<file path="config.mk">
export PLATFORM = sky130hd
export DESIGN_NAME = adc_conversion_and_readout_ctrl
export DESIGN_NICKNAME = d
export VERILOG_FILES = /design/src/rtl/adc_ctrl_pkg.sv /design/src/rtl/adc_conversion_and_readout_ctrl.sv
export SDC_FILE = /design/constraint.sdc
export NUM_CORES = 2
export LEC_CHECK = 0
export BUFFER_PORTS_ARGS = -buffer_cell sky130_fd_sc_hd__buf_4
export CORE_ASPECT_RATIO = 1.2
export CORE_UTILIZATION = 45
export CTS_BUF_LIST = sky130_fd_sc_hd__clkbuf_4
export DETAILED_ROUTE_END_ITERATION = 16
export GPL_TIMING_DRIVEN = 0
export PLACE_DENSITY_LB_ADDON = 0.15
export SLEW_MARGIN = 40
export SYNTH_ARGS = -nofsm -noshare
export SYNTH_HDL_FRONTEND = slang
export SYNTH_SLANG_ARGS = --single-unit
</file>
<file path="constraint.sdc">
create_clock -name clock_i -period 31.7 [get_ports clock_i]
set_clock_uncertainty 0.15 [all_clocks]
set_input_delay 3.17 -clock clock_i [delete_from_list [all_inputs] [get_ports clock_i]]
set_output_delay 3.17 -clock clock_i [all_outputs]
set_load 0.01 [all_outputs]
</file>
<file path="src/rtl/adc_ctrl_pkg.sv">
// Constants, types and states shared by the converter control block.
// Function
// - One output pin flags ready and shifts data
// - External clock stops oscillator and drives timing
// - System clock divided down for modulator sampling
// - Either supply event restores default conditions
// - Digital power-on triggers startup self-calibration
// - Fourth-order sinc filter decimates modulator bitstream
// - Single-cycle clears filter, continuous keeps it
// - Filter corner sits at 24% of rate
// - Output rate set by speed grade and system clock
// - Two wires: host clock in, data out
// - Output idles high, low when result ready
// - Sixteen bits MSB first, 25th pulse idles high
// - 26th pulse falling edge starts self-calibration
// - Clock held high sleeps, low wakes
package adc_ctrl_pkg;
    localparam longint CLK_HZ         = 40000000;
    localparam longint OSC_A_HZ       = 2457600;
    localparam longint OSC_B_HZ       = 2252800;
    localparam int     NCO_BITS       = 24;
    localparam int     SAMPLE_DIV     = 10;
    localparam int     DEC_LOG2_A     = 11;
    localparam int     DEC_LOG2_B     = 14;
    localparam int     SINC_ORDER     = 4;
    localparam int     ACC_W          = SINC_ORDER * DEC_LOG2_B + 2;
    localparam int     RES_W          = 16;
    localparam int     SETTLE_OUTPUTS = 3;
    localparam int     EXT_TIMEOUT    = 64;
    localparam longint CAL_TIME_A_US  = 199700;
    localparam longint CAL_TIME_B_US  = 183100;
    localparam longint CAL_CYCLES_A   = CAL_TIME_A_US * CLK_HZ / 1000000;
    localparam longint CAL_CYCLES_B   = CAL_TIME_B_US * CLK_HZ / 1000000;
    localparam longint SLEEP_HOLD_US  = 100;
    localparam int     SLEEP_CYCLES   = int'(SLEEP_HOLD_US * CLK_HZ / 1000000);
    localparam logic [4:0] PULSE_LAST_BIT = 5'h10;
    localparam logic [4:0] PULSE_IDLE     = 5'h19;
    localparam logic [4:0] PULSE_CAL      = 5'h1A;
    localparam logic [RES_W-1:0] CODE_MAX = 16'h7FFF;
    localparam logic [RES_W-1:0] CODE_MIN = 16'h8000;

    typedef struct packed {
        logic             after_cal;
        logic [RES_W-1:0] code;
    } result_t;

    typedef enum logic [1:0] {
        ST_CAL,
        ST_CONV,
        ST_READ,
        ST_SLEEP
    } ctrl_state_t;
endpackage

</file>
<file path="src/rtl/adc_conversion_and_readout_ctrl.sv">
// Conversion sequencing, sinc decimation and two-wire readout of the converter.
`timescale 1ns/1ps
`default_nettype none
module adc_conversion_and_readout_ctrl #(
    parameter bit     GRADE_B    = 1'b0,
    parameter longint CAL_CYCLES = GRADE_B ? adc_ctrl_pkg::CAL_CYCLES_B
                                           : adc_ctrl_pkg::CAL_CYCLES_A,
    parameter int     DEC_LOG2   = GRADE_B ? adc_ctrl_pkg::DEC_LOG2_B : adc_ctrl_pkg::DEC_LOG2_A
) (
    input  wire logic clock_i,
    input  wire logic reset_i,
    input  wire logic digital_supply_ok_i,
    input  wire logic analog_supply_ok_i,
    input  wire logic ext_clock_i,
    input  wire logic modulator_bit_i,
    input  wire logic sclk_i,
    output logic      dout_o,
    output logic      osc_enable_o,
    output logic      sample_tick_o,
    output logic      cal_active_o,
    output logic      sleep_o
);
    import adc_ctrl_pkg::*;

    localparam longint OSC_HZ   = GRADE_B ? OSC_B_HZ : OSC_A_HZ;
    localparam logic [NCO_BITS-1:0] OSC_INC = NCO_BITS'((OSC_HZ * (64'h1 << NCO_BITS)) / CLK_HZ);
    localparam int OUT_TOP  = SINC_ORDER * DEC_LOG2;

    logic                  por_hold;
    ctrl_state_t           state_r;
    logic                  sclk_q_r;
    logic                  ext_q_r;
    logic                  sclk_rise;
    logic                  sclk_fall;
    logic                  ext_rise;
    logic [NCO_BITS-1:0]   nco_r;
    logic [NCO_BITS:0]     nco_sum;
    logic [6:0]            ext_idle_r;
    logic                  ext_active_r;
    logic                  sys_tick;
    logic [3:0]            samp_div_r;
    logic                  samp_tick;
    logic                  filt_run;
    logic                  filt_clear;
    logic signed [ACC_W-1:0] integ_r [SINC_ORDER];
    logic signed [ACC_W-1:0] dly_r   [SINC_ORDER];
    logic signed [ACC_W-1:0] integ_in [SINC_ORDER];
    logic signed [ACC_W-1:0] comb_v  [SINC_ORDER+1];
    logic [DEC_LOG2_B-1:0] dec_cnt_r;
    logic                  dec_tick;
    logic [1:0]            settle_r;
    logic [RES_W-1:0]      code_v;
    result_t               pend_r;
    logic                  pend_valid_r;
    logic                  after_cal_r;
    result_t               buf_r [2];
    logic                  buf_wp_r;
    logic                  buf_rp_r;
    logic [1:0]            buf_cnt_r;
    logic                  buf_in_ready;
    logic                  buf_out_valid;
    logic                  buf_push;
    logic [RES_W-1:0]      shift_r;
    logic [4:0]            pulses_r;
    logic                  dout_r;
    logic                  wake_cal_r;
    logic [31:0]           cal_cnt_r;
    logic [12:0]           high_cnt_r;
    logic                  load_ok;

    // Either supply dropping holds the whole block in its defaults.
    assign por_hold  = reset_i | ~digital_supply_ok_i | ~analog_supply_ok_i;
    assign sclk_rise = sclk_i & ~sclk_q_r;
    assign sclk_fall = ~sclk_i & sclk_q_r;
    assign ext_rise  = ext_clock_i & ~ext_q_r;

    always_ff @(posedge clock_i) begin
        if (reset_i) begin
            sclk_q_r <= 1'b0;
            ext_q_r  <= 1'b0;
        end else begin
            sclk_q_r <= sclk_i;
            ext_q_r  <= ext_clock_i;
        end
    end

    // Internal oscillator model: a phase accumulator at the trimmed rate.
    assign nco_sum = {1'b0, nco_r} + {1'b0, OSC_INC};

    always_ff @(posedge clock_i) begin
        if (por_hold || ext_active_r) begin
            nco_r <= '0;
        end else begin
            nco_r <= nco_sum[NCO_BITS-1:0];
        end
    end

    // Edges on the external clock pin keep the oscillator switched off; a quiet
    // pin for a short while hands timing back to the internal source.
    always_ff @(posedge clock_i) begin
        if (por_hold) begin
            ext_idle_r   <= '0;
            ext_active_r <= 1'b0;
        end else if (ext_rise) begin
            ext_idle_r   <= '0;
            ext_active_r <= 1'b1;
        end else if (ext_idle_r == 7'(EXT_TIMEOUT)) begin
            ext_active_r <= 1'b0;
        end else begin
            ext_idle_r <= ext_idle_r + 7'h01;
        end
    end

    assign sys_tick = ext_active_r ? ext_rise : nco_sum[NCO_BITS];

    // The modulator sample rate is the system clock divided down.
    always_ff @(posedge clock_i) begin
        if (por_hold || state_r == ST_SLEEP) begin
            samp_div_r <= '0;
        end else if (sys_tick) begin
            samp_div_r <= (samp_div_r == 4'(SAMPLE_DIV - 1)) ? 4'h0 : samp_div_r + 4'h1;
        end
    end

    assign samp_tick = sys_tick && samp_div_r == 4'(SAMPLE_DIV - 1);
    assign filt_run  = samp_tick && state_r != ST_SLEEP && state_r != ST_CAL;
    assign dec_tick  = filt_run && dec_cnt_r == DEC_LOG2_B'((1 << DEC_LOG2) - 1);

    // Sinc-4 decimator: cascaded integrators at the sample rate, combs at the
    // output rate. A fourth-order sinc puts its corner near a quarter of the rate.
    generate
        for (genvar i = 0; i < SINC_ORDER; i++) begin : g_sinc
            if (i > 0) begin : g_chain
                assign integ_in[i] = integ_r[i-1];
            end
            always_ff @(posedge clock_i) begin
                if (por_hold || filt_clear) begin
                    integ_r[i] <= '0;
                    dly_r[i]   <= '0;
                end else begin
                    if (filt_run) begin
                        integ_r[i] <= integ_r[i] + integ_in[i];
                    end
                    if (dec_tick) begin
                        dly_r[i] <= comb_v[i];
                    end
                end
            end
            assign comb_v[i+1] = comb_v[i] - dly_r[i];
        end
    endgenerate

    assign comb_v[0] = integ_r[SINC_ORDER-1];
    assign integ_in[0] = modulator_bit_i ? ACC_W'(1) : -ACC_W'(1);

    // Full positive scale would wrap into the sign bit, so clamp both ends.
    always_comb begin
        if (comb_v[SINC_ORDER] >= (ACC_W'(1) <<< OUT_TOP)) begin
            code_v = CODE_MAX;
        end else if (comb_v[SINC_ORDER] < -(ACC_W'(1) <<< OUT_TOP)) begin
            code_v = CODE_MIN;
        end else begin
            code_v = comb_v[SINC_ORDER][OUT_TOP -: RES_W];
        end
    end

    always_ff @(posedge clock_i) begin
        if (por_hold || filt_clear) begin
            dec_cnt_r <= '0;
        end else if (filt_run) begin
            dec_cnt_r <= dec_tick ? '0 : dec_cnt_r + DEC_LOG2_B'(1);
        end
    end

    // After a filter clear the first outputs are still settling and are dropped.
    always_ff @(posedge clock_i) begin
        if (por_hold || filt_clear) begin
            settle_r <= 2'(SETTLE_OUTPUTS);
        end else if (dec_tick && settle_r != 2'h0) begin
            settle_r <= settle_r - 2'h1;
        end
    end

    // A result waits here while the buffer is full; a newer one overwrites it,
    // which is how unread old data is lost. Words older than a calibration or a
    // wake-up are stale and are dropped together with the filter state.
    always_ff @(posedge clock_i) begin
        if (por_hold || filt_clear) begin
            pend_r       <= '0;
            pend_valid_r <= 1'b0;
        end else if (dec_tick && settle_r == 2'h0) begin
            pend_r       <= '{after_cal: after_cal_r, code: code_v};
            pend_valid_r <= 1'b1;
        end else if (buf_push) begin
            pend_valid_r <= 1'b0;
        end
    end

    assign buf_in_ready  = buf_cnt_r != 2'h2;
    assign buf_out_valid = buf_cnt_r != 2'h0;
    assign buf_push      = pend_valid_r && buf_in_ready && !(dec_tick && settle_r == 2'h0);

    always_ff @(posedge clock_i) begin
        if (por_hold || filt_clear) begin
            buf_wp_r  <= 1'b0;
            buf_rp_r  <= 1'b0;
            buf_cnt_r <= '0;
            buf_r[0]  <= '0;
            buf_r[1]  <= '0;
        end else begin
            if (buf_push) begin
                buf_r[buf_wp_r] <= pend_r;
                buf_wp_r        <= ~buf_wp_r;
            end
            if (load_ok) begin
                buf_rp_r <= ~buf_rp_r;
            end
            buf_cnt_r <= buf_cnt_r + {1'b0, buf_push} - {1'b0, load_ok};
        end
    end

    // A new word is only presented while the clock is low, so ready always falls
    // in a clock-low phase and never in the middle of a shift.
    assign load_ok = buf_out_valid && !sclk_i && (state_r == ST_CONV ||
                     (state_r == ST_READ && pulses_r >= PULSE_LAST_BIT &&
                      pulses_r < PULSE_CAL));

    always_ff @(posedge clock_i) begin
        if (por_hold) begin
            shift_r  <= '0;
            pulses_r <= '0;
            dout_r   <= 1'b1;
        end else if (state_r == ST_SLEEP || state_r == ST_CAL) begin
            pulses_r <= '0;
            dout_r   <= 1'b1;
        end else if (load_ok) begin
            shift_r  <= buf_r[buf_rp_r].code;
            pulses_r <= '0;
            dout_r   <= 1'b0;
        end else if (state_r == ST_READ && sclk_rise && pulses_r != PULSE_CAL) begin
            pulses_r <= pulses_r + 5'h01;
            if (pulses_r < PULSE_LAST_BIT) begin
                dout_r  <= shift_r[RES_W-1];
                shift_r <= {shift_r[RES_W-2:0], 1'b0};
            end else if (pulses_r == PULSE_IDLE - 5'h01) begin
                dout_r <= 1'b1;
            end
        end
    end

    assign dout_o = dout_r;

    always_ff @(posedge clock_i) begin
        if (por_hold || !sclk_i || state_r != ST_READ) begin
            high_cnt_r <= '0;
        end else if (high_cnt_r != 13'(SLEEP_CYCLES)) begin
            high_cnt_r <= high_cnt_r + 13'h0001;
        end
    end

    always_ff @(posedge clock_i) begin
        if (por_hold || state_r != ST_CAL) begin
            cal_cnt_r <= '0;
        end else begin
            cal_cnt_r <= cal_cnt_r + 32'h0000_0001;
        end
    end

    // Loss of the digital supply restarts with calibration; an analog-only
    // event restarts plain conversion from defaults.
    always_ff @(posedge clock_i) begin
        if (reset_i || !digital_supply_ok_i) begin
            state_r    <= ST_CAL;
            wake_cal_r <= 1'b0;
        end else if (!analog_supply_ok_i) begin
            state_r    <= ST_CONV;
            wake_cal_r <= 1'b0;
        end else begin
            case (state_r)
                ST_CAL: begin
                    if (cal_cnt_r >= 32'(CAL_CYCLES - 1)) begin
                        state_r <= ST_CONV;
                    end
                end
                ST_CONV: begin
                    if (load_ok) begin
                        state_r <= ST_READ;
                    end
                end
                ST_READ: begin
                    if (high_cnt_r == 13'(SLEEP_CYCLES)) begin
                        state_r    <= ST_SLEEP;
                        wake_cal_r <= pulses_r == PULSE_CAL;
                    end else if (sclk_fall && pulses_r == PULSE_CAL) begin
                        state_r <= ST_CAL;
                    end
                end
                ST_SLEEP: begin
                    if (!sclk_i) begin
                        state_r    <= wake_cal_r ? ST_CAL : ST_CONV;
                        wake_cal_r <= 1'b0;
                    end
                end
                default: begin
                    state_r <= ST_CAL;
                end
            endcase
        end
    end

    // Filter is cleared entering calibration or waking from sleep: single-cycle
    // operation. Continuous operation never passes here and keeps its state.
    assign filt_clear = (state_r == ST_CAL) ||
                        (state_r == ST_SLEEP && !sclk_i);

    always_ff @(posedge clock_i) begin
        if (por_hold) begin
            after_cal_r <= 1'b1;
        end else if (state_r == ST_CAL) begin
            after_cal_r <= 1'b1;
        end else if (dec_tick && settle_r == 2'h0) begin
            after_cal_r <= 1'b0;
        end
    end

    always_ff @(posedge clock_i) begin
        if (por_hold) begin
            osc_enable_o  <= 1'b1;
            cal_active_o  <= 1'b0;
            sleep_o       <= 1'b0;
            sample_tick_o <= 1'b0;
        end else begin
            osc_enable_o  <= ~ext_active_r;
            cal_active_o  <= state_r == ST_CAL;
            sleep_o       <= state_r == ST_SLEEP;
            sample_tick_o <= samp_tick && state_r != ST_SLEEP;
        end
    end
endmodule
`default_nettype wire

</file>
==> impl_summary.log <==
[metrics] most frequent cell after synthesis: sky130_fd_sc_hd__nor2_1
[metrics] minimum period implied by the final worst setup slack: 12.61 ns
[metrics] antenna violations before repair: 2
[metrics] first-pass iteration count of the detailed router: 5
[metrics] number of slew-limit violations in the final report: 0
[metrics] Die Span Y: 357 µm
[metrics] proportion of synthesized chip area in sequential cells: 37.8%
[metrics] Comb pwr share: 53.8%
[metrics] clock tree root buffer cell: sky130_fd_sc_hd__clkbuf_4
[metrics] Reg2Reg Depth: 52
[metrics] number of standard cells in the layout, taps in and fillers out: 6844
[metrics] LEAKAGE: 0.0222 µW
[metrics] full die area: 106000 µm²
[metrics] Critical Path RT: 32.49 ns
[metrics] endpoint arrival time on the critical path: 13.40 ns
[metrics] Slew HR: 40.9%
[metrics] maximum number of pins on one net before global-route repair: 45
[metrics] max cap viols: 0
[metrics] global-route wire length before repair: 168000 µm
[metrics] number of clock buffers inserted by TritonCTS: 178
[metrics] buffer levels on the longest clock path: 3
[metrics] library cell with the largest summed area after synthesis: sky130_fd_sc_hd__edfxtp_1
[metrics] dominant cells by area after synthesis: sky130_fd_sc_hd__edfxtp_1 (32%), sky130_fd_sc_hd__ha_1 (13%), sky130_fd_sc_hd__dfxtp_1 (6.2%)
[metrics] weighted congestion reported at the end of routability-driven placement: 0.901
[metrics] setup repair after global routing missed its margin: no
[metrics] internal power component: 2120 µW
[metrics] synthesized area: 47200 µm²
[metrics] horizontal die dimension: 298 µm
[metrics] Hold Crit Depth: 1
[metrics] startpoint types: flop
[metrics] Area growth syn-to-layout: 9.51%
[metrics] Crit path largest cell delay: 0.61 ns
[metrics] drc violations: 0
[metrics] Final Hold Vio Count: 0
[metrics] classification of the worst-slack hold path: flop to flop
[metrics] Reg-to-Reg Start: integ_r[3][0]
[metrics] Syn Inst Count: 5131
[metrics] most instantiated cells after synthesis: sky130_fd_sc_hd__nor2_1 (529), sky130_fd_sc_hd__edfxtp_1 (496), sky130_fd_sc_hd__ha_1 (472), sky130_fd_sc_hd__a21oi_1 (434), sky130_fd_sc_hd__inv_1 (364)
[metrics] residual overflow from global routing: 0
[metrics] most instantiated flip-flop cell in the synthesis netlist: sky130_fd_sc_hd__edfxtp_1
[metrics] Final Core Density: 49.9%
[metrics] vias after detailed routing: 36100
[metrics] final layout net count: 5823
[metrics] area of the core: 104000 µm²
[metrics] wire length after detailed routing: 101000 µm
[metrics] reg-to-reg endpoint: pend_r[5]
[metrics] result of the run: completed
[metrics] final setup TNS: 0 ns
[metrics] power per cell area: 70.3 nW/µm²
[metrics] count of pins on the block boundary: 12
[metrics] dominant cell type by count on the critical path: sky130_fd_sc_hd__a21oi_1
[metrics] post-placement cell count: 6532
[metrics] placed wire-length estimate after detailed placement: 79000 µm
[metrics] number of enable flip-flop cells after synthesis: 496
[metrics] hold_sp: ext_active_r
[metrics] Reg power frac: 25.1%
[metrics] num rows: 129
[metrics] TritonCTS clock tree: yes
[metrics] number of gates resized after CTS: 0
[metrics] Max FO, Critical Path: 10
[metrics] CTS Sinks: 643
[metrics] largest vdd supply drop: 68.0 µV
[metrics] all-layer global routing usage: 19.1%
[metrics] Post CTS Setup Buffer Count: 0
[metrics] initial cell density of the core: 45.6%
[metrics] antenna violation net count after detailed routing: 0
[metrics] proportion of layout cells with a drive suffix above 1: 6.64%
[metrics] area share of the leading cell type in the synthesized netlist: 31.5%
[metrics] slowest CP cell: sky130_fd_sc_hd__o41ai_1
[metrics] Ys Warns: 0
[metrics] post-DR wirelength/cell: 14.8 µm
[metrics] fraction of power spent switching nets: 41.6%
[metrics] net count after synthesis: 5617
[metrics] number of unique standard cell types used by synthesis: 88
[metrics] endpoint kind of the worst setup timing path: flop
[metrics] Endpoint, Worst Hold: osc_enable_o
[metrics] number of design-rule violations left by the first detailed-router iteration: 1454
[metrics] reg-to-reg setup timing slack: 19.09 ns
[metrics] number of global-route vias before repair: 35600
[metrics] deepest level of the CTS H-tree: 4
[metrics] flip-flop and latch count after synthesis: 643
[metrics] fraction of registers with async set/reset: 0%
[metrics] achievable clock frequency: 79.3 MHz
[metrics] clock transition at the registers of the reported paths: 0.06 ns
[metrics] mean post-synth cell area: 9.21 µm²
[metrics] switching power summed over all nets: 1510 µW
[metrics] Period Utilization, post-route: 39.8%
[metrics] Worst Max-Slew Pin Slew: 0.875 ns
[metrics] startpoint of the most critical setup path: integ_r[3][0]
[metrics] final setup fails: 0
[metrics] insertion delay of the later-clocked pin in the worst-skew pair: 1.11 ns
[metrics] share of power burned in the clock network: 21.1%
[metrics] cts hold-fix bufs: 0
[metrics] port buffer count: 11
[metrics] CP Class: flop to flop
[metrics] routed vias/inst: 5.28
[metrics by stage]
step	instance area, µm²	power (µW)	worst slack, ns	hold slack (ns)
2_1_floorplan	47200	2470	21.66	0.273
3_3_place_gp	49000	2860	18.02	0.294
3_5_place_dp	49400	2880	18.96	0.297
4_1_cts	51700	3670	18.93	0.317
5_1_grt	51700	3940	17.99	0.350
6_report	51700	3630	19.09	0.312
[power by group through the flow]
stage	Clock [µW]	Combinational, µW	Sequential, µW
3_3_place_gp	0	1920	933
2_1_floorplan	0	1540	930
4_1_cts	799	1960	913
5_1_grt	835	2190	913
6_report	766	1960	913
3_5_place_dp	0	1950	931
[worst max path at each step]
stage | to | slack (ns) | cells past startpoint
after floorplan | pend_r[10] | 21.66 | 48
after global placement | integ_r[0][5] | 18.02 | 7
after detailed placement | pend_r[11] | 18.96 | 52
after CTS | pend_r[5] | 18.93 | 52
after global routing | pend_r[6] | 17.99 | 51
final | pend_r[5] | 19.09 | 52
[logic make-up (layout without fill, tap and decap cells)]
group | count (synthesis) | after routing | synth area share (%)
buffers and inverters | 489 | 825 | 3.91
muxes | 18 | 18 | 0.387
other | 0 | 2 | 0
adders and majority gates | 479 | 479 | 12.8
and+or+nand+nor | 1624 | 1624 | 17.3
DFF | 643 | 643 | 37.8
xor gates and xnor gates | 460 | 460 | 8.56
AOI/OAI and AO/OA | 1418 | 1418 | 19.3
[routing by layer]
| metal | vias to the layer above | share of wire, % | GRT usage [%] |
|---|---|---|---|
| li1 | 19100 | - | - |
| met1 | 16300 | 42 | 21.0 |
| met2 | 444 | 51 | 35.8 |
| met3 | 249 | 2.9 | 3.05 |
| met4 | 0 | 3.9 | 9.30 |
| met5 | - | 0 | 0 |
[flip-flops by register name (all words and copies together), names as in the netlist, 4 cells and up, named ones only]
register,count
dly_r,232
integ_r,232
buf_r,32
cal_cnt_r,32
nco_r,21
pend_r,16
shift_r,16
dec_cnt_r,14
high_cnt_r,13
ext_idle_r,7
pulses_r,5
samp_div_r,4
[cells in the final DEF (no fill, tap or decap), drive strengths merged, types with 77 or more instances in the layout]
| cell type | instances |
|---|---|
| a21o | 291 |
| a21oi | 435 |
| and2 | 292 |
| clkbuf | 378 |
| dfxtp | 147 |
| edfxtp | 496 |
| ha | 472 |
| inv | 366 |
| nand2 | 229 |
| nand3 | 116 |
| nand4 | 77 |
| nor2 | 529 |
| nor3 | 84 |
| o21ai | 264 |
| xnor2 | 242 |
| xor2 | 217 |
[worst max-delay path: cells and delay by family, from the launching register on]
| family | cells | cell delay [ns] |
|---|---|---|
| xor gates and xnor gates | 5 | 1.28 |
| AOI/OAI and AO/OA | 28 | 6.15 |
| buffers and inverters | 2 | 0.30 |
| DFF | 1 | 0.43 |
| adders and majority gates | 5 | 1.53 |
| and+or+nand+nor | 12 | 2.58 |
[layout make-up]
type | count | area (µm²)
diodes | 2 | 5.00
fillers | 9898 | 51900
flip-flops and latches | 643 | 17800
clock buffers | 258 | 1940
inverters | 364 | 1370
well taps | 1375 | 1720
repair buffers | 26 | 382
clock inverters | 52 | 345
multi-input cells | 3999 | 27600
plain buffers | 125 | 490
Note: power is estimated with default switching activity, not from simulation.
